### src/pirq_regs.svh
/*
  Register map, field positions, reset values and codes for the primary
  interrupt flag and enable registers.
  Assumes it is included by its bare name; holds definitions only.
*/
`ifndef PIRQ_REGS_SVH
`define PIRQ_REGS_SVH

`define PIRQ_ADDR_W 2
`define PIRQ_ADDR_GRP1 2'h1
`define PIRQ_ADDR_GRP2 2'h2
`define PIRQ_ADDR_GRP3 2'h3
`define PIRQ_ADDR_CTRL 2'h0
`define PIRQ_RST_BYTE 8'h00
`define PIRQ_RST_EDGE 2'h0
`define PIRQ_RST_BIT 1'b0

`define PIRQ_G1_CONV_F 7
`define PIRQ_G1_MF1_F 6
`define PIRQ_G1_MF0_F 5
`define PIRQ_G1_CMP1_F 4
`define PIRQ_G1_CONV_E 3
`define PIRQ_G1_MF1_E 2
`define PIRQ_G1_MF0_E 1
`define PIRQ_G1_CMP1_E 0
`define PIRQ_G2_MF3_F 7
`define PIRQ_G2_TB1_F 6
`define PIRQ_G2_TB0_F 5
`define PIRQ_G2_MF2_F 4
`define PIRQ_G2_MF3_E 3
`define PIRQ_G2_TB1_E 2
`define PIRQ_G2_TB0_E 1
`define PIRQ_G2_MF2_E 0
`define PIRQ_G3_MF5_F 7
`define PIRQ_G3_MF4_F 6
`define PIRQ_G3_PIN3_F 5
`define PIRQ_G3_PIN2_F 4
`define PIRQ_G3_MF5_E 3
`define PIRQ_G3_MF4_E 2
`define PIRQ_G3_PIN3_E 1
`define PIRQ_G3_PIN2_E 0

`define PIRQ_CTRL_GIE 0
`define PIRQ_CTRL_P2S_LO 2
`define PIRQ_CTRL_P3S_LO 4

`define PIRQ_EDGE_OFF 2'h0
`define PIRQ_EDGE_RISE 2'h1
`define PIRQ_EDGE_FALL 2'h2
`define PIRQ_EDGE_BOTH 2'h3

`endif

### src/pirq_pkg.sv
/*
  Types for the primary interrupt flag and enable registers.
  Assumes pirq_regs.svh supplies the numeric constants.
*/
package pirq_pkg;
  typedef struct packed {
    logic [7:0] grp1;
    logic [7:0] grp2;
    logic [7:0] grp3;
    logic global_irq_enable;
    logic [1:0] ext_pin2_edge_select;
    logic [1:0] ext_pin3_edge_select;
    logic pin2_prev;
    logic pin3_prev;
    logic [11:0] irq_req;
    logic [7:0] rdata;
  } pirq_state_type;

  typedef struct packed {
    logic converter;
    logic comparator1;
    logic timebase0;
    logic timebase1;
    logic [5:0] multifunc;
  } pirq_src_type;
endpackage : pirq_pkg

### src/pirq_top.sv
/*
  Primary interrupt request flags and enables for converter, comparator 1,
  time bases 0/1, external pins 2/3 and multi-function groups 0..5.
  Assumes one clock, synchronous sources and pins, a plain register port
  with read data one cycle after the read strobe, and a core that takes
  the per-source request levels.
*/
// The strobed register port and the placing of the registers were left to the implementer.
`timescale 1ns/1ps
`include "pirq_regs.svh"

module pirq_top (
  input wire logic clk_sys,
  input wire logic srst,
  input wire logic clk_en,
  input wire logic [`PIRQ_ADDR_W-1:0] reg_addr,
  input wire logic [7:0] reg_wdata,
  input wire logic reg_wr,
  input wire logic reg_rd,
  output logic [7:0] reg_rdata,
  input wire pirq_pkg::pirq_src_type src_event,
  input wire logic ext_pin2,
  input wire logic ext_pin3,
  output logic [11:0] irq_req
);

  pirq_pkg::pirq_state_type st_r;
  pirq_pkg::pirq_state_type st_nxt;

  // Edge detection shared by both pins
  function automatic logic edge_hit(input logic [1:0] sel, input logic prev, input logic cur);
    logic rise;
    logic fall;
    rise = cur & ~prev;
    fall = ~cur & prev;
    case (sel)
      `PIRQ_EDGE_RISE: edge_hit = rise;
      `PIRQ_EDGE_FALL: edge_hit = fall;
      `PIRQ_EDGE_BOTH: edge_hit = rise | fall;
      default: edge_hit = 1'b0;
    endcase
  endfunction : edge_hit

  logic wr_g1;
  logic wr_g2;
  logic wr_g3;
  logic wr_ctrl;
  logic [7:0] g1_w;
  logic [7:0] g2_w;
  logic [7:0] g3_w;
  logic pin2_hit;
  logic pin3_hit;
  logic [11:0] flag_v;
  logic [11:0] en_v;

  always_comb begin
    wr_g1 = 1'b0;
    wr_g2 = 1'b0;
    wr_g3 = 1'b0;
    wr_ctrl = 1'b0;
    if (reg_wr && reg_addr == `PIRQ_ADDR_GRP1) begin
      wr_g1 = 1'b1;
    end else if (reg_wr && reg_addr == `PIRQ_ADDR_GRP2) begin
      wr_g2 = 1'b1;
    end else if (reg_wr && reg_addr == `PIRQ_ADDR_GRP3) begin
      wr_g3 = 1'b1;
    end else if (reg_wr && reg_addr == `PIRQ_ADDR_CTRL) begin
      wr_ctrl = 1'b1;
    end
  end

  assign pin2_hit = edge_hit(st_r.ext_pin2_edge_select, st_r.pin2_prev, ext_pin2);
  assign pin3_hit = edge_hit(st_r.ext_pin3_edge_select, st_r.pin3_prev, ext_pin3);

  always_comb begin
    st_nxt = st_r;
    g1_w = wr_g1 ? reg_wdata : st_r.grp1;
    g2_w = wr_g2 ? reg_wdata : st_r.grp2;
    g3_w = wr_g3 ? reg_wdata : st_r.grp3;
    // Hardware set wins over a software clear in the same cycle
    g1_w[`PIRQ_G1_CONV_F] = g1_w[`PIRQ_G1_CONV_F] | src_event.converter;
    g1_w[`PIRQ_G1_MF1_F] = g1_w[`PIRQ_G1_MF1_F] | src_event.multifunc[1];
    g1_w[`PIRQ_G1_MF0_F] = g1_w[`PIRQ_G1_MF0_F] | src_event.multifunc[0];
    g1_w[`PIRQ_G1_CMP1_F] = g1_w[`PIRQ_G1_CMP1_F] | src_event.comparator1;
    g2_w[`PIRQ_G2_MF3_F] = g2_w[`PIRQ_G2_MF3_F] | src_event.multifunc[3];
    g2_w[`PIRQ_G2_TB1_F] = g2_w[`PIRQ_G2_TB1_F] | src_event.timebase1;
    g2_w[`PIRQ_G2_TB0_F] = g2_w[`PIRQ_G2_TB0_F] | src_event.timebase0;
    g2_w[`PIRQ_G2_MF2_F] = g2_w[`PIRQ_G2_MF2_F] | src_event.multifunc[2];
    g3_w[`PIRQ_G3_MF5_F] = g3_w[`PIRQ_G3_MF5_F] | src_event.multifunc[5];
    g3_w[`PIRQ_G3_MF4_F] = g3_w[`PIRQ_G3_MF4_F] | src_event.multifunc[4];
    g3_w[`PIRQ_G3_PIN3_F] = g3_w[`PIRQ_G3_PIN3_F] | pin3_hit;
    g3_w[`PIRQ_G3_PIN2_F] = g3_w[`PIRQ_G3_PIN2_F] | pin2_hit;
    st_nxt.grp1 = g1_w;
    st_nxt.grp2 = g2_w;
    st_nxt.grp3 = g3_w;
    if (wr_ctrl) begin
      st_nxt.global_irq_enable = reg_wdata[`PIRQ_CTRL_GIE];
      st_nxt.ext_pin2_edge_select = reg_wdata[`PIRQ_CTRL_P2S_LO +: 2];
      st_nxt.ext_pin3_edge_select = reg_wdata[`PIRQ_CTRL_P3S_LO +: 2];
    end
    st_nxt.pin2_prev = ext_pin2;
    st_nxt.pin3_prev = ext_pin3;
    // Order: converter, cmp1, tb0, tb1, pin2, pin3, mf0..mf5
    flag_v = {st_r.grp3[`PIRQ_G3_MF5_F], st_r.grp3[`PIRQ_G3_MF4_F], st_r.grp2[`PIRQ_G2_MF3_F],
              st_r.grp2[`PIRQ_G2_MF2_F], st_r.grp1[`PIRQ_G1_MF1_F], st_r.grp1[`PIRQ_G1_MF0_F],
              st_r.grp3[`PIRQ_G3_PIN3_F], st_r.grp3[`PIRQ_G3_PIN2_F], st_r.grp2[`PIRQ_G2_TB1_F],
              st_r.grp2[`PIRQ_G2_TB0_F], st_r.grp1[`PIRQ_G1_CMP1_F], st_r.grp1[`PIRQ_G1_CONV_F]};
    en_v = {st_r.grp3[`PIRQ_G3_MF5_E], st_r.grp3[`PIRQ_G3_MF4_E],
            st_r.grp2[`PIRQ_G2_MF3_E], st_r.grp2[`PIRQ_G2_MF2_E],
            st_r.grp1[`PIRQ_G1_MF1_E], st_r.grp1[`PIRQ_G1_MF0_E],
            st_r.grp3[`PIRQ_G3_PIN3_E], st_r.grp3[`PIRQ_G3_PIN2_E],
            st_r.grp2[`PIRQ_G2_TB1_E], st_r.grp2[`PIRQ_G2_TB0_E],
            st_r.grp1[`PIRQ_G1_CMP1_E], st_r.grp1[`PIRQ_G1_CONV_E]};
    st_nxt.irq_req = flag_v & en_v & {12{st_r.global_irq_enable}};
    st_nxt.rdata = `PIRQ_RST_BYTE;
    if (reg_rd && reg_addr == `PIRQ_ADDR_GRP1) begin
      st_nxt.rdata = st_r.grp1;
    end else if (reg_rd && reg_addr == `PIRQ_ADDR_GRP2) begin
      st_nxt.rdata = st_r.grp2;
    end else if (reg_rd && reg_addr == `PIRQ_ADDR_GRP3) begin
      st_nxt.rdata = st_r.grp3;
    end else if (reg_rd && reg_addr == `PIRQ_ADDR_CTRL) begin
      st_nxt.rdata[`PIRQ_CTRL_GIE] = st_r.global_irq_enable;
      st_nxt.rdata[`PIRQ_CTRL_P2S_LO +: 2] = st_r.ext_pin2_edge_select;
      st_nxt.rdata[`PIRQ_CTRL_P3S_LO +: 2] = st_r.ext_pin3_edge_select;
    end
  end

  always_ff @(posedge clk_sys) begin
    if (srst) begin
      st_r.grp1 <= `PIRQ_RST_BYTE;
      st_r.grp2 <= `PIRQ_RST_BYTE;
      st_r.grp3 <= `PIRQ_RST_BYTE;
      st_r.global_irq_enable <= `PIRQ_RST_BIT;
      st_r.ext_pin2_edge_select <= `PIRQ_RST_EDGE;
      st_r.ext_pin3_edge_select <= `PIRQ_RST_EDGE;
      st_r.pin2_prev <= ext_pin2;
      st_r.pin3_prev <= ext_pin3;
      st_r.irq_req <= '0;
      st_r.rdata <= `PIRQ_RST_BYTE;
    end else if (clk_en) begin
      st_r <= st_nxt;
    end
  end

  assign reg_rdata = st_r.rdata;
  assign irq_req = st_r.irq_req;

  a_conv_flag_set: assert property (@(posedge clk_sys) disable iff (srst)
    clk_en && src_event.converter |=> st_r.grp1[`PIRQ_G1_CONV_F])
    else $error("converter flag not set");
  a_mf1_flag_set: assert property (@(posedge clk_sys) disable iff (srst)
    clk_en && src_event.multifunc[1] |=> st_r.grp1[`PIRQ_G1_MF1_F])
    else $error("mf1 flag not set");
  a_tb1_flag_set: assert property (@(posedge clk_sys) disable iff (srst)
    clk_en && src_event.timebase1 |=> st_r.grp2[`PIRQ_G2_TB1_F])
    else $error("tb1 flag not set");
  a_pin3_rise_set: assert property (@(posedge clk_sys) disable iff (srst)
    clk_en && st_r.ext_pin3_edge_select == `PIRQ_EDGE_RISE && ext_pin3 && !st_r.pin3_prev
    |=> st_r.grp3[`PIRQ_G3_PIN3_F])
    else $error("pin3 rising edge missed");
  a_pin2_off_quiet: assert property (@(posedge clk_sys) disable iff (srst)
    clk_en && !wr_g3 && st_r.ext_pin2_edge_select == `PIRQ_EDGE_OFF && !st_r.grp3[`PIRQ_G3_PIN2_F]
    |=> !st_r.grp3[`PIRQ_G3_PIN2_F])
    else $error("pin2 flag set while disabled");
  a_gie_gates_req: assert property (@(posedge clk_sys) disable iff (srst)
    clk_en && !st_r.global_irq_enable |=> irq_req == '0)
    else $error("request without global enable");
  a_mf0_req_path: assert property (@(posedge clk_sys) disable iff (srst)
    clk_en && st_r.global_irq_enable && st_r.grp1[`PIRQ_G1_MF0_E] && st_r.grp1[`PIRQ_G1_MF0_F]
    |=> irq_req[6])
    else $error("mf0 request not forwarded");
  a_tb0_en_block: assert property (@(posedge clk_sys) disable iff (srst)
    clk_en && !st_r.grp2[`PIRQ_G2_TB0_E] |=> !irq_req[2])
    else $error("tb0 forwarded while disabled");
  a_read_group2: assert property (@(posedge clk_sys) disable iff (srst)
    clk_en && reg_rd && reg_addr == `PIRQ_ADDR_GRP2 |=> reg_rdata == $past(st_r.grp2))
    else $error("group 2 readback wrong");
  a_mf0_flag_set: assert property (@(posedge clk_sys) disable iff (srst)
    clk_en && src_event.multifunc[0]
    |=> st_r.grp1[`PIRQ_G1_MF0_F])
    else $error("mf0 flag not set");
  a_cmp1_flag_set: assert property (@(posedge clk_sys) disable iff (srst)
    clk_en && src_event.comparator1
    |=> st_r.grp1[`PIRQ_G1_CMP1_F])
    else $error("cmp1 flag not set");
  a_mf3_flag_set: assert property (@(posedge clk_sys) disable iff (srst)
    clk_en && src_event.multifunc[3]
    |=> st_r.grp2[`PIRQ_G2_MF3_F])
    else $error("mf3 flag not set");
  a_tb0_flag_set: assert property (@(posedge clk_sys) disable iff (srst)
    clk_en && src_event.timebase0
    |=> st_r.grp2[`PIRQ_G2_TB0_F])
    else $error("tb0 flag not set");
  a_mf2_flag_set: assert property (@(posedge clk_sys) disable iff (srst)
    clk_en && src_event.multifunc[2]
    |=> st_r.grp2[`PIRQ_G2_MF2_F])
    else $error("mf2 flag not set");
  a_mf5_flag_set: assert property (@(posedge clk_sys) disable iff (srst)
    clk_en && src_event.multifunc[5]
    |=> st_r.grp3[`PIRQ_G3_MF5_F])
    else $error("mf5 flag not set");
  a_mf4_flag_set: assert property (@(posedge clk_sys) disable iff (srst)
    clk_en && src_event.multifunc[4]
    |=> st_r.grp3[`PIRQ_G3_MF4_F])
    else $error("mf4 flag not set");
  a_pin3_fall_set: assert property (@(posedge clk_sys) disable iff (srst)
    clk_en && st_r.ext_pin3_edge_select == `PIRQ_EDGE_FALL && !ext_pin3 && st_r.pin3_prev
    |=> st_r.grp3[`PIRQ_G3_PIN3_F])
    else $error("pin3 falling edge missed");
  a_pin2_rise_set: assert property (@(posedge clk_sys) disable iff (srst)
    clk_en && st_r.ext_pin2_edge_select == `PIRQ_EDGE_RISE && ext_pin2 && !st_r.pin2_prev
    |=> st_r.grp3[`PIRQ_G3_PIN2_F])
    else $error("pin2 rising edge missed");
  a_pin2_both_set: assert property (@(posedge clk_sys) disable iff (srst)
    clk_en && st_r.ext_pin2_edge_select == `PIRQ_EDGE_BOTH && ext_pin2 != st_r.pin2_prev
    |=> st_r.grp3[`PIRQ_G3_PIN2_F])
    else $error("pin2 edge missed in both mode");
  a_pin3_off_quiet: assert property (@(posedge clk_sys) disable iff (srst)
    clk_en && !wr_g3 && st_r.ext_pin3_edge_select == `PIRQ_EDGE_OFF && !st_r.grp3[`PIRQ_G3_PIN3_F]
    |=> !st_r.grp3[`PIRQ_G3_PIN3_F])
    else $error("pin3 flag set while disabled");
  a_conv_flag_hold: assert property (@(posedge clk_sys) disable iff (srst)
    clk_en && !wr_g1 && st_r.grp1[`PIRQ_G1_CONV_F]
    |=> st_r.grp1[`PIRQ_G1_CONV_F])
    else $error("converter flag lost");
  a_tb1_flag_clear: assert property (@(posedge clk_sys) disable iff (srst)
    clk_en && wr_g2 && !reg_wdata[`PIRQ_G2_TB1_F] && !src_event.timebase1
    |=> !st_r.grp2[`PIRQ_G2_TB1_F])
    else $error("tb1 flag not cleared");
  a_set_wins_clear: assert property (@(posedge clk_sys) disable iff (srst)
    clk_en && wr_g2 && !reg_wdata[`PIRQ_G2_TB0_F] && src_event.timebase0
    |=> st_r.grp2[`PIRQ_G2_TB0_F])
    else $error("clear beat a tb0 event");
  a_mf0_en_write: assert property (@(posedge clk_sys) disable iff (srst)
    clk_en && wr_g1 && reg_wdata[`PIRQ_G1_MF0_E]
    |=> st_r.grp1[`PIRQ_G1_MF0_E])
    else $error("mf0 enable not written");
  a_mf3_en_clear: assert property (@(posedge clk_sys) disable iff (srst)
    clk_en && wr_g2 && !reg_wdata[`PIRQ_G2_MF3_E]
    |=> !st_r.grp2[`PIRQ_G2_MF3_E])
    else $error("mf3 enable not cleared");
  a_pin3_en_write: assert property (@(posedge clk_sys) disable iff (srst)
    clk_en && wr_g3 && reg_wdata[`PIRQ_G3_PIN3_E]
    |=> st_r.grp3[`PIRQ_G3_PIN3_E])
    else $error("pin3 enable not written");
  a_g2_en_hold: assert property (@(posedge clk_sys) disable iff (srst)
    clk_en && !wr_g2
    |=> $stable(st_r.grp2[`PIRQ_G2_MF3_E:`PIRQ_G2_MF2_E]))
    else $error("group 2 enables moved without a write");
  a_conv_en_block: assert property (@(posedge clk_sys) disable iff (srst)
    clk_en && !st_r.grp1[`PIRQ_G1_CONV_E]
    |=> !irq_req[0])
    else $error("converter forwarded while disabled");
  a_cmp1_en_block: assert property (@(posedge clk_sys) disable iff (srst)
    clk_en && !st_r.grp1[`PIRQ_G1_CMP1_E]
    |=> !irq_req[1])
    else $error("cmp1 forwarded while disabled");
  a_tb1_en_block: assert property (@(posedge clk_sys) disable iff (srst)
    clk_en && !st_r.grp2[`PIRQ_G2_TB1_E]
    |=> !irq_req[3])
    else $error("tb1 forwarded while disabled");
  a_pin2_en_block: assert property (@(posedge clk_sys) disable iff (srst)
    clk_en && !st_r.grp3[`PIRQ_G3_PIN2_E]
    |=> !irq_req[4])
    else $error("pin2 forwarded while disabled");
  a_pin3_en_block: assert property (@(posedge clk_sys) disable iff (srst)
    clk_en && !st_r.grp3[`PIRQ_G3_PIN3_E]
    |=> !irq_req[5])
    else $error("pin3 forwarded while disabled");
  a_mf0_en_block: assert property (@(posedge clk_sys) disable iff (srst)
    clk_en && !st_r.grp1[`PIRQ_G1_MF0_E]
    |=> !irq_req[6])
    else $error("mf0 forwarded while disabled");
  a_mf1_en_block: assert property (@(posedge clk_sys) disable iff (srst)
    clk_en && !st_r.grp1[`PIRQ_G1_MF1_E]
    |=> !irq_req[7])
    else $error("mf1 forwarded while disabled");
  a_mf2_en_block: assert property (@(posedge clk_sys) disable iff (srst)
    clk_en && !st_r.grp2[`PIRQ_G2_MF2_E]
    |=> !irq_req[8])
    else $error("mf2 forwarded while disabled");
  a_mf3_en_block: assert property (@(posedge clk_sys) disable iff (srst)
    clk_en && !st_r.grp2[`PIRQ_G2_MF3_E]
    |=> !irq_req[9])
    else $error("mf3 forwarded while disabled");
  a_mf4_en_block: assert property (@(posedge clk_sys) disable iff (srst)
    clk_en && !st_r.grp3[`PIRQ_G3_MF4_E]
    |=> !irq_req[10])
    else $error("mf4 forwarded while disabled");
  a_mf5_en_block: assert property (@(posedge clk_sys) disable iff (srst)
    clk_en && !st_r.grp3[`PIRQ_G3_MF5_E]
    |=> !irq_req[11])
    else $error("mf5 forwarded while disabled");
  a_conv_req_path: assert property (@(posedge clk_sys) disable iff (srst)
    clk_en && st_r.global_irq_enable && st_r.grp1[`PIRQ_G1_CONV_E] && st_r.grp1[`PIRQ_G1_CONV_F]
    |=> irq_req[0])
    else $error("converter request not forwarded");
  a_pin3_req_path: assert property (@(posedge clk_sys) disable iff (srst)
    clk_en && st_r.global_irq_enable && st_r.grp3[`PIRQ_G3_PIN3_E] && st_r.grp3[`PIRQ_G3_PIN3_F]
    |=> irq_req[5])
    else $error("pin3 request not forwarded");
  a_mf4_flag_block: assert property (@(posedge clk_sys) disable iff (srst)
    clk_en && !st_r.grp3[`PIRQ_G3_MF4_F]
    |=> !irq_req[10])
    else $error("mf4 forwarded without its flag");
  a_read_group1: assert property (@(posedge clk_sys) disable iff (srst)
    clk_en && reg_rd && reg_addr == `PIRQ_ADDR_GRP1
    |=> reg_rdata == $past(st_r.grp1))
    else $error("group 1 readback wrong");
  a_read_group3: assert property (@(posedge clk_sys) disable iff (srst)
    clk_en && reg_rd && reg_addr == `PIRQ_ADDR_GRP3
    |=> reg_rdata == $past(st_r.grp3))
    else $error("group 3 readback wrong");
  a_read_ctrl_gie: assert property (@(posedge clk_sys) disable iff (srst)
    clk_en && reg_rd && reg_addr == `PIRQ_ADDR_CTRL
    |=> reg_rdata[`PIRQ_CTRL_GIE] == $past(st_r.global_irq_enable))
    else $error("global enable readback wrong");
  a_read_idle_zero: assert property (@(posedge clk_sys) disable iff (srst)
    clk_en && !reg_rd
    |=> reg_rdata == '0)
    else $error("read data outside its cycle");
  a_freeze_hold: assert property (@(posedge clk_sys) disable iff (srst)
    !clk_en
    |=> $stable(st_r))
    else $error("state moved while frozen");
  a_reset_clear: assert property (@(posedge clk_sys)
    srst
    |=> !st_r.global_irq_enable && irq_req == '0 && reg_rdata == '0)
    else $error("state not cleared by reset");

endmodule : pirq_top

### config.mk
export PLATFORM = sky130hd
export DESIGN_NAME = pirq_top
export DESIGN_NICKNAME = d
export VERILOG_FILES = /design/src/pirq_pkg.sv /design/src/pirq_top.sv
export VERILOG_INCLUDE_DIRS = /design/src
export SDC_FILE = /design/constraint.sdc
export NUM_CORES = 1
export LEC_CHECK = 0
export ABC_AREA = 0
export BUFFER_PORTS_ARGS = -buffer_cell sky130_fd_sc_hd__buf_2
export CAP_MARGIN = 10
export CORE_MARGIN = 1
export CORE_UTILIZATION = 30
export CTS_BUF_LIST = sky130_fd_sc_hd__clkbuf_8
export CTS_CLUSTER_DIAMETER = 50
export DETAILED_ROUTE_END_ITERATION = 6
export HOLD_SLACK_MARGIN = 0.15
export PLACE_DENSITY = 0.53
export SETUP_SLACK_MARGIN = 0.4
export SYNTH_ARGS = -nofsm -noshare
export SYNTH_HDL_FRONTEND = slang
export SYNTH_SLANG_ARGS = --single-unit
export TNS_END_PERCENT = 5
### constraint.sdc
create_clock -name clk_sys -period 2.66 [get_ports clk_sys]
set_clock_uncertainty 0.05 [all_clocks]
set_input_delay 0.133 -clock clk_sys [delete_from_list [all_inputs] [get_ports clk_sys]]
set_output_delay 0.133 -clock clk_sys [all_outputs]
set_load 0.05 [all_outputs]
==> metrics.yaml, run 1 <==
outcome: "finished, final reports clean"
cts.sinks: 51
cp.required_ps: 2800
die-area_um2: 8400
worstSetupPathDepth: 7
cts_tree: "built"
gp_congestion: 0.787
wl_um: 6370
max_cap_viol_count: 0
total_power_w: 0.00154
max_slew.worst_pin.slew_ps: 593
final_antenna_net_count: 0
num-fill-cells: 823
crit_family: "buffers and inverters"
rr_endpoint: "flag_v[5]"
fin_util_pct: 37.2
multi_input_area_um2: 1080
syn-instance-count: 257
yosysMostFrequentCell: "dfxtp_1"
grt_pass1_wl_um: 10400
dpl.hpwl_um: 4410
synthesis.area_um2: 2410
yosys_warnings: 0
rsz0062_at_grt: "no"
ys_top_cells_by_count: "49 x dfxtp_1, 25 x nor2_1, 20 x buf_4"
clk_latency_ps: 310
fin_crit_ps: 1960
fin_crit_sh_pct: 73.9
reg2reg_slack_ps: 1170
synthFlopType: "dfxtp_1"
ys_async_sr_fraction_pct: 0
first_iter_violations: 110
crit_fanout: 16
layout.nets: 333
synth.area.top_cells: "dfxtp_1 41%, mux2i_1 7.5%, buf_4 6.2%"
maxSlewHeadroom_pct: 60.5
rr_worst_depth: 4
startpoint_type: "primary input"
cts_buffers: 5
crit_type: "in -> reg"
gr-total-overflow: 0
p_per_area_nw_per_um2: 534
slowest_stage: "dlygate4sd3_1"
peakVddDrop_v: 0.000178
yosys.area.top_type_share_pct: 40.7
wire_per_inst_um: 15.8
synth_edf_count: 2
r2r_start: "st_r[20]"
max_stage_delay_ps: 580
core_um2: 7770
finalSetupViolCount: 0
synth_nets: 288
port_buffers: 46
path_buf_inv: 4
die_w_um: 91.6
synth-seq-area-share_pct: 43.2
synth_top_cell_by_area: "dfxtp_1"
avgSynthCellArea_um2: 9.38
area_growth_pct: 19.9
dr.pass1.iters: 5
clockRootBuffer: "clkbuf_8"
yosys.cell_types.count: 42
grt_pass1_vias: 1985
viasPerCell: 4.97
hold_slack_ps: 162
core.rowCount: 32
hold_path.class: "in -> reg"
antenna_found_initial: 0
endpoint: "flag_v[0]"
regArea_um2: 1040
clkSlewWorstSetupHoldPaths_ps: 100
setup_tns_ps: 0
htree_levels: 2
finalHoldViolations: 0
num_antenna_cells: 0
grt_start_max_net_pins: 20
crit_path_cell_trace: "dlygate4sd3_1, buf_2, buf_4, nand2_2, nor3_1, dlygate4sd3_1, nor3_1"
drc: 0
fmax_mhz: 509
start_util_pct: 31.0
p_leak_nw: 1.22
gr-usage-all-layers_pct: 15.8
end_kind: "flop"
drv_slew: 0
startpoint: "clk_en"
chipHeight_um: 91.6
clockBufferDepth: 2
dp_cells: 373
cp.arrival_ps: 2100
ios: 47
ys_seq_elements: 51
vias: 2008
final_layout_size_suffix_gt1_share_pct: 21.9
final_cells: 404
==> routing by layer <==
metal | part of all wire (%) | wire length, um | global-route usage (%) | vias to the layer above
met5 | 0 | 0 | 0 | -
li1 | - | - | - | 982
met2 | 45 | 2870 | 24.8 | 74
met1 | 48 | 3050 | 22.2 | 944
met4 | 1.3 | 81 | 4.63 | 0
met3 | 5.9 | 373 | 2.74 | 8
==> flip-flops by register name, summed over array words and instances (netlist names) <==
signal     flops
en_v          12
st_r           7
irq_req       12
flag_v        12
reg_rdata      8
==> where the power goes <==
part	leakage (nW)	internal, W	switching (W)
registers	0.419	0.000794	0.0000189
clock network	0.0545	0.000276	0.000256
logic	0.742	0.0000807	0.000117
total	1.22	0.00115	0.000391
==> how the worst min path moves through the flow <==
stage	start	endpoint	cells past startpoint
CTS	reg_wdata[7]	flag_v[9]	3
global route	reg_wdata[7]	flag_v[9]	3
finish	reg_wdata[7]	flag_v[9]	3
global placement	reg_wdata[1]	en_v[2]	3
detailed placement	reg_wdata[1]	en_v[2]	3
floorplan	reg_wdata[2]	en_v[10]	2
==> kinds of logic after synthesis <==
kind of cell | synth area share (%)
compound gates | 18.6
buf+inv | 12.1
fa+ha+maj | 2.08
mux | 7.48
simple gates | 16.6
flops | 43.2
==> layout by cell type, fill, tap and decap left out, types with 2 or more instances in the layout <==
| cell type | Yosys | routed |
|---|---|---|
| a21oi_1 | 9 | 9 |
| a221oi_2 | 4 | 4 |
| a32o_1 | 12 | 12 |
| and2_1 | 5 | 5 |
| and3b_1 | 2 | 2 |
| buf_2 | 5 | 46 |
| buf_4 | 20 | 3 |
| clkbuf_8 | 0 | 5 |
| dfxtp_1 | 49 | 49 |
| dlygate4sd3_1 | 0 | 24 |
| edfxtp_1 | 2 | 2 |
| ha_1 | 4 | 4 |
| inv_1 | 11 | 11 |
| mux2i_1 | 18 | 18 |
| nand2_1 | 19 | 19 |
| nand2b_1 | 2 | 2 |
| nand3_1 | 5 | 5 |
| nor2_1 | 25 | 25 |
| nor3_1 | 12 | 12 |
| o211a_1 | 2 | 2 |
| o21a_1 | 4 | 4 |
| o21ai_0 | 4 | 4 |
| o21ai_1 | 9 | 9 |
| o221ai_1 | 7 | 7 |
==> what timing repair did <==
action | CTS | global route
setup buffers | 0 | 0
endpoints found under the hold margin | 28 | 0
resized for setup | 0 | 0
hold buffers | 24 | 0
==> per-stage QoR <==
| step | area, um2 | setup slack (ps) |
|---|---|---|
| final | 2890 | 695 |
| after global routing | 2890 | 598 |
| after CTS | 2890 | 734 |
| after detailed placement | 2540 | 1040 |
| after global placement | 2540 | 1040 |
| after floorplan | 2410 | 1310 |
==> area by class of cell <==
type,instances,share of cell area [%]
Clock buffer,5,2.38
Clock inverter,2,1.26
Inverter,12,1.56
Multi-Input combinational cell,159,37.3
Sequential cell,51,36.0
Tap cell,102,4.42
Timing Repair Buffer,73,17.1
==> tightest hold or removal path, stage by stage <==
cell,delay (ps)
buf_2,130
nor2_1,140
a221oi_2,80
No activity file was read; power rests on OpenSTA's default activity.
==> run 2, diff against run 1 <==
==> constraint.sdc (replaced) <==
create_clock -name clk_sys -period 1.9 [get_ports clk_sys]
set_clock_uncertainty 0.05 [all_clocks]
set_input_delay 0.095 -clock clk_sys [delete_from_list [all_inputs] [get_ports clk_sys]]
set_output_delay 0.095 -clock clk_sys [all_outputs]
set_load 0.05 [all_outputs]
==> run 2 against run 1 <==
Clock power is 27% higher. Core utilization is 0.50 points higher. Cell count is 1.5% higher. Largest power group unchanged. Wire length is 2.2% lower. Non-clock buffer count is 5 higher. Highest routed layer unchanged. Combinational power is 43% higher. Critical endpoint is now flag_v[9]. Worst setup slack worse by 260 ps.
==> metrics.yaml, run 2 (synthesized netlist as in run 1, its figures left out) <==
outcome: "finished, final reports clean"
fin_crit_ps: 1470
wl_met2_um: 2750  # -4.0%
hold_path_end: "flag_v[7]"
p_per_area_nw_per_um2: 716  # +34%
ios: 47  # unchanged
max_slew.worst_pin.slew_ps: 349  # -244 ps
fin_crit_sh_pct: 77.3
clockBufferDepth: 2  # unchanged
rsz0062_at_grt: "yes"
drv_slew: 0  # unchanged
area_growth_pct: 21.5
final_common_cell: "dfxtp_1"
htree_levels: 2  # unchanged
finalHoldViolations: 0  # unchanged
total_power_w: 0.00210  # +36%
fmax_mhz: 681
r2r_start: "st_r[20]"
die-area_um2: 8400  # unchanged
grt_pass1_wl_um: 10100  # -2.7%
core.rowCount: 32  # unchanged
dr.pass1.iters: 4  # -1
grt_start_max_net_pins: 31  # +55%
worst_slack_ps: 431  # -264 ps
chipHeight_um: 91.6  # unchanged
gp_congestion: 0.777  # -1.3%
core_um2: 7770  # unchanged
crit_fanout: 3  # -13
mostFrequentLayoutCells: "49 x dfxtp_1, 46 x buf_2, 25 x nor2_1, 25 x dlygate4sd3_1, 19 x nand2_1"
layout.nets: 338  # +1.5%
gr-total-overflow: 0  # unchanged
final_cells: 410  # +1.5%
wl_met1_um: 3150  # +3.1%
num_antenna_cells: 0  # unchanged
maxSlewHeadroom_pct: 76.1  # +16 points
final_layout_size_suffix_gt1_share_pct: 23.4  # +1.5 points
start_util_pct: 31.0  # unchanged
viasPerCell: 4.85  # -2.5%
reg2reg_slack_ps: 430  # -740 ps
rr_endpoint: "flag_v[5]"
port_buffers: 46  # unchanged
cts.sinks: 51  # unchanged
wl_met3_um: 294  # -21%
wl_um: 6240  # -2.2%
clkSlewWorstSetupHoldPaths_ps: 100  # about the same
crit_type: "in -> reg"
gr-usage-all-layers_pct: 15.6  # -0.27 points
cp.required_ps: 2070  # -730 ps
top_layer_used: "met4"
min_from: "reg_wdata[6]"
clk_latency_ps: 310  # about the same
rr_worst_depth: 4  # unchanged
peakVddDrop_v: 0.000257  # +44%
vias: 1987  # -1.0%
cts_tree: "built"
dp_cells: 377  # +1.1%
grt_pass1_vias: 1976  # -0.45%
finalSetupViolCount: 0  # unchanged
max_cap_viol_count: 0  # unchanged
wire_per_inst_um: 15.2  # -3.6%
cts_buffers: 5  # unchanged
die_w_um: 91.6  # unchanged
hold_path.class: "in -> reg"
num-fill-cells: 834  # +1.3%
startpoint_type: "primary input"
dpl.hpwl_um: 4400  # -0.21%
first_iter_violations: 74  # -33%
final_antenna_net_count: 0  # unchanged
drc: 0  # unchanged
antenna_found_initial: 0  # unchanged
dpl_worst_slack_ps: 434  # -603 ps
setup_tns_ps: 0  # unchanged
clockRootBuffer: "clkbuf_8"
holdPathStages: 3  # unchanged
end_kind: "flop"
cp.arrival_ps: 1640  # -460 ps
fin_util_pct: 37.7  # +0.50 points
p_leak_nw: 1.23  # +1.6%
==> run 2: changes by cell type in the layout (fill, tap and decap cells not counted), sizes merged <==
cell	delta
clkbuf	+1
buf	+4
dlygate4sd3	+1
bufinv	-1
clkinv	+1
==> run 2: where the power goes <==
group	switching, W	total, W	internal (W)
clock network	0.000375	0.000674	0.000299
registers	0.0000277	0.00114	0.00111
logic	0.000161	0.000282	0.000120
total	0.000564	0.00210	0.00153
==> run 2: repair_timing <==
item / 4_1_cts / 5_1_grt
gates resized for setup: 0 / 2
setup buffers: 0 / 0
hold endpoints to repair: 30 / 0
hold buffers: 25 / 0
endpoints found under the setup margin: 0 / 21
==> run 2: final cells by class <==
cell class | instances | area, um2 | share of cell area [%]
Clock inverter | 2 | 15.0 | 0.513
Sequential cell | 51 | 1040 | 35.6
Timing Repair Buffer | 78 | 533 | 18.2
Tap cell | 102 | 128 | 4.36
Multi-Input combinational cell | 159 | 1080 | 37.0
Clock buffer | 6 | 82.6 | 2.82
Inverter | 12 | 45.0 | 1.54
==> run 2: worst max-delay path by stage <==
stage                 startpoint           to  slack, ps  cells after the start
floorplan               st_r[20]    flag_v[5]        550                      4
global placement     reg_addr[0]      en_v[8]        480                      5
detailed placement      st_r[20]    flag_v[5]        430                      4
CTS                         srst  irq_req[11]        410                      6
global route         reg_addr[0]    flag_v[0]        350                      6
finish              reg_wdata[7]    flag_v[9]        430                      5
==> run 2: metrics by stage <==
step | cell area (um2) | hold slack [ps]
2_1_floorplan | 2410 | 189
3_3_place_gp | 2570 | 340
3_5_place_dp | 2570 | 339
4_1_cts | 2920 | 154
5_1_grt | 2930 | 182
6_report | 2930 | 134
==> run 2: metal layers <==
metal	global-route usage [%]	vias to the layer above
met1	22.3	929
met4	3.17	0
met5	0	-
met2	24.1	58
li1	-	996
met3	3.07	4
==> run 2: worst max-delay path, cell delays in order <==
cell and delay (ps):
dlygate4sd3_1 520, buf_2 140, nor2_1 50, dlygate4sd3_1 570
a221oi_2 260
==> run 3, diff against run 2 <==
--- a/config.mk
+++ b/config.mk
@@ -6,7 +6,7 @@
 export SDC_FILE = /design/constraint.sdc
 export NUM_CORES = 1
 export LEC_CHECK = 0
-export ABC_AREA = 0
+export ABC_AREA = 1
 export BUFFER_PORTS_ARGS = -buffer_cell sky130_fd_sc_hd__buf_2
 export CAP_MARGIN = 10
 export CORE_MARGIN = 1
==> constraint.sdc (replaced) <==
create_clock -name clk_sys -period 1.4 [get_ports clk_sys]
set_clock_uncertainty 0.05 [all_clocks]
set_input_delay 0.07 -clock clk_sys [delete_from_list [all_inputs] [get_ports clk_sys]]
set_output_delay 0.07 -clock clk_sys [all_outputs]
set_load 0.05 [all_outputs]
==> run 3 against run 2 <==
Combinational power is 28% higher. Cell area grew 0.77%. Worst setup slack worse by 210 ps. Via count is 16% higher. Area after synthesis rose by 0.31%. Clock-buffer cell count unchanged.
==> metrics.yaml, run 3 <==
cp.required_ps: 1610  # -460 ps
max_cap_viol_count: 0  # unchanged
rr_worst_depth: 6  # +2
yosys_warnings: 0  # unchanged
dr.pass1.iters: 4  # unchanged
peakVddDrop_v: 0.000359  # +40%
gp_congestion: 0.822  # +5.8%
total_power_w: 0.00285  # +36%
synth.area.top_cells: "dfxtp_1 41%, nand2_1 12%, o21ai_0 8.5%"
grt_pass1_vias: 2169  # +9.8%
reg2reg_slack_ps: 220  # -210 ps
grt_start_max_net_pins: 19  # -39%
startpoint: "st_r[20]"
dpl.hpwl_um: 5060  # +15%
end_kind: "flop"
cp.arrival_ps: 1390  # -250 ps
final_common_cell: "nand2_1"
synth_top_cell_by_area: "dfxtp_1"
die_w_um: 91.8  # +0.15%
slowest_stage: "edfxtp_1"
core_um2: 7770  # unchanged
endpoint: "flag_v[5]"
finalInstanceArea_um2: 2950  # +0.77%
vias: 2295  # +16%
synth_edf_count: 2  # unchanged
p_leak_nw: 1.39  # +12%
clk_latency_ps: 320  # about the same
rr_endpoint: "flag_v[5]"
final_layout_size_suffix_gt1_share_pct: 17.7  # -5.7 points
path_buf_inv: 0  # -3
fmax_mhz: 845
synthFlopType: "dfxtp_1"
r2r_start: "st_r[20]"
dpl_cell_area_um2: 2620  # +1.9%
startpoint_type: "flop"
viasPerCell: 4.61  # -4.9%
cts_buffers: 5  # unchanged
outcome: "finished, final reports clean"
crit_type: "reg -> reg"
antenna_found_initial: 0  # unchanged
crit_path_cell_trace: "ha_1, nand3_1, o21ai_0, o21ai_1, nand2_1, nand2_1"
fin_crit_ps: 1180
yosysMostFrequentCell: "nand2_1"
max_stage_delay_ps: 410  # -160 ps
ys_async_sr_fraction_pct: 0  # unchanged
cts_tree: "built"
num-fill-cells: 876  # +5.0%
wl_um: 6670  # +6.9%
maxSlewHeadroom_pct: 78.3  # +2.1 points
setup_tns_ps: 0  # unchanged
cts_resized: 0  # unchanged
avgSynthCellArea_um2: 7.09  # -24%
port_buffers: 46  # unchanged
syn-instance-count: 341  # +33%
htree_levels: 2  # unchanged
fin_crit_sh_pct: 84.5
yosys.area.top_type_share_pct: 40.6  # -0.13 points
dp_cells: 467  # +24%
rsz0062_at_grt: "yes"
chipHeight_um: 91.8  # +0.15%
gr-total-overflow: 0  # unchanged
clkSlewWorstSetupHoldPaths_ps: 90  # about the same
final_cells: 498  # +21%
core.rowCount: 32  # unchanged
area_growth_pct: 22.0
p_per_area_nw_per_um2: 966  # +35%
ys_seq_elements: 51  # unchanged
drv_slew: 0  # unchanged
cts.sinks: 51  # unchanged
first_iter_violations: 108  # +46%
cpMostUsedCell: "nand2_1"
synth_nets: 372  # +29%
max_slew.worst_pin.slew_ps: 325  # -24.1 ps
ios: 47  # unchanged
finalSetupViolCount: 0  # unchanged
layout.nets: 426  # +26%
ys_top_cells_by_count: "79 x nand2_1, 49 x dfxtp_1, 41 x o21ai_0"
start_util_pct: 31.1  # +0.097 points
wire_per_inst_um: 13.4  # -12%
num_antenna_cells: 0  # unchanged
gr-usage-all-layers_pct: 16.9  # +1.4 points
die-area_um2: 8420  # +0.31%
worstSetupPathDepth: 6  # +1
clockBufferDepth: 2  # unchanged
mostFrequentLayoutCells: "79 x nand2_1, 49 x dfxtp_1, 46 x buf_2"
hold_path.class: "in -> reg"
crit_family: "flip-flops"
clockRootBuffer: "clkbuf_8"
drc: 0  # unchanged
synthesis.area_um2: 2420  # +0.31%
synth-seq-area-share_pct: 43.1  # -0.13 points
finalHoldViolations: 0  # unchanged
yosys.cell_types.count: 20  # -52%
grt_pass1_wl_um: 10900  # +7.7%
crit_fanout: 2  # -1
final_antenna_net_count: 0  # unchanged
==> run 3: cell count changes in the layout (fill, tap and decap cells not counted), sizes merged, moves of 4 or more <==
| cell | delta |
|---|---|
| nor3 | -12 |
| nor2 | +8 |
| and2 | -6 |
| mux2i | -18 |
| a21oi | +10 |
| a32o | -12 |
| o21ai | +34 |
| a221oi | -4 |
| nand2 | +62 |
| o221ai | -7 |
| inv | +23 |
| nand3 | +32 |
| o21a | -4 |
==> run 3: layout make-up <==
type                    count  area [um2]  area share, %
inverters                  35         131           4.45
well taps                 102         128           4.33
clock buffers               6        82.6           2.80
multi-input cells         226        1040           35.2
flip-flops and latches     51        1040           35.3
repair buffers             76         513           17.4
clock inverters             2        15.0          0.509
==> run 3: where the power goes <==
part	switching [W]	leakage [nW]	internal, W
clock	0.000520	0.0517	0.000406
sequential	0.0000500	0.420	0.00152
combinational	0.000214	0.916	0.000146
total	0.000784	1.39	0.00207
==> run 3: repair_timing <==
item | in CTS | in global routing
setup endpoints to repair | 22 | 35
endpoints found under the hold margin | 39 | 1
hold buffers | 22 | 1
buffers inserted | 0 | 0
==> run 3: cell families after synthesis <==
kind of cell,count (synthesis),share of synthesized area [%]
AND/OR/NAND/NOR,155,27.0
buffers and inverters,64,13.9
AO/OA/AOI/OAI,67,13.9
flip-flops,51,43.1
adder cells (fa/ha/maj),4,2.07
==> run 3: worst register-to-register path, delay by kind of cell (launching register included) <==
family | cells | cell delay, ps
adders and majority gates | 1 | 290
and+or+nand+nor | 3 | 190
DFF | 1 | 410
AOI/OAI and AO/OA | 2 | 200
==> run 3: worst min-delay path by stage <==
| stage | from | slack [ps] | depth (start not counted) | endpoint |
|---|---|---|---|---|
| 2_1_floorplan | srst | 130 | 1 | irq_req[1] |
| 4_1_cts | ext_pin3 | 50 | 3 | st_r[20] |
| 3_3_place_gp | src_event[1] | 250 | 3 | flag_v[7] |
| 3_5_place_dp | src_event[1] | 250 | 3 | flag_v[7] |
| 5_1_grt | srst | 160 | 3 | st_r[20] |
| 6_report | srst | 140 | 3 | st_r[20] |
==> run 3: metrics by stage <==
step | util [%] | setup slack [ps] | hold WS [ps]
2_1_floorplan | - | 318 | 131
3_3_place_gp | 33.8 | 141 | 245
3_5_place_dp | 33.8 | 149 | 246
4_1_cts | 37.9 | 204 | 45.5
5_1_grt | 38.0 | 106 | 156
6_report | 38.0 | 217 | 142
==> run 3: layer usage <==
layer / vias to the layer above / GRT usage, % / wire (um)
li1: 1187 / - / -
met1: 1038 / 22.7 / 3230
met2: 62 / 27.7 / 3000
met3: 8 / 3.15 / 364
met4: 0 / 4.69 / 74
met5: - / 0 / 0
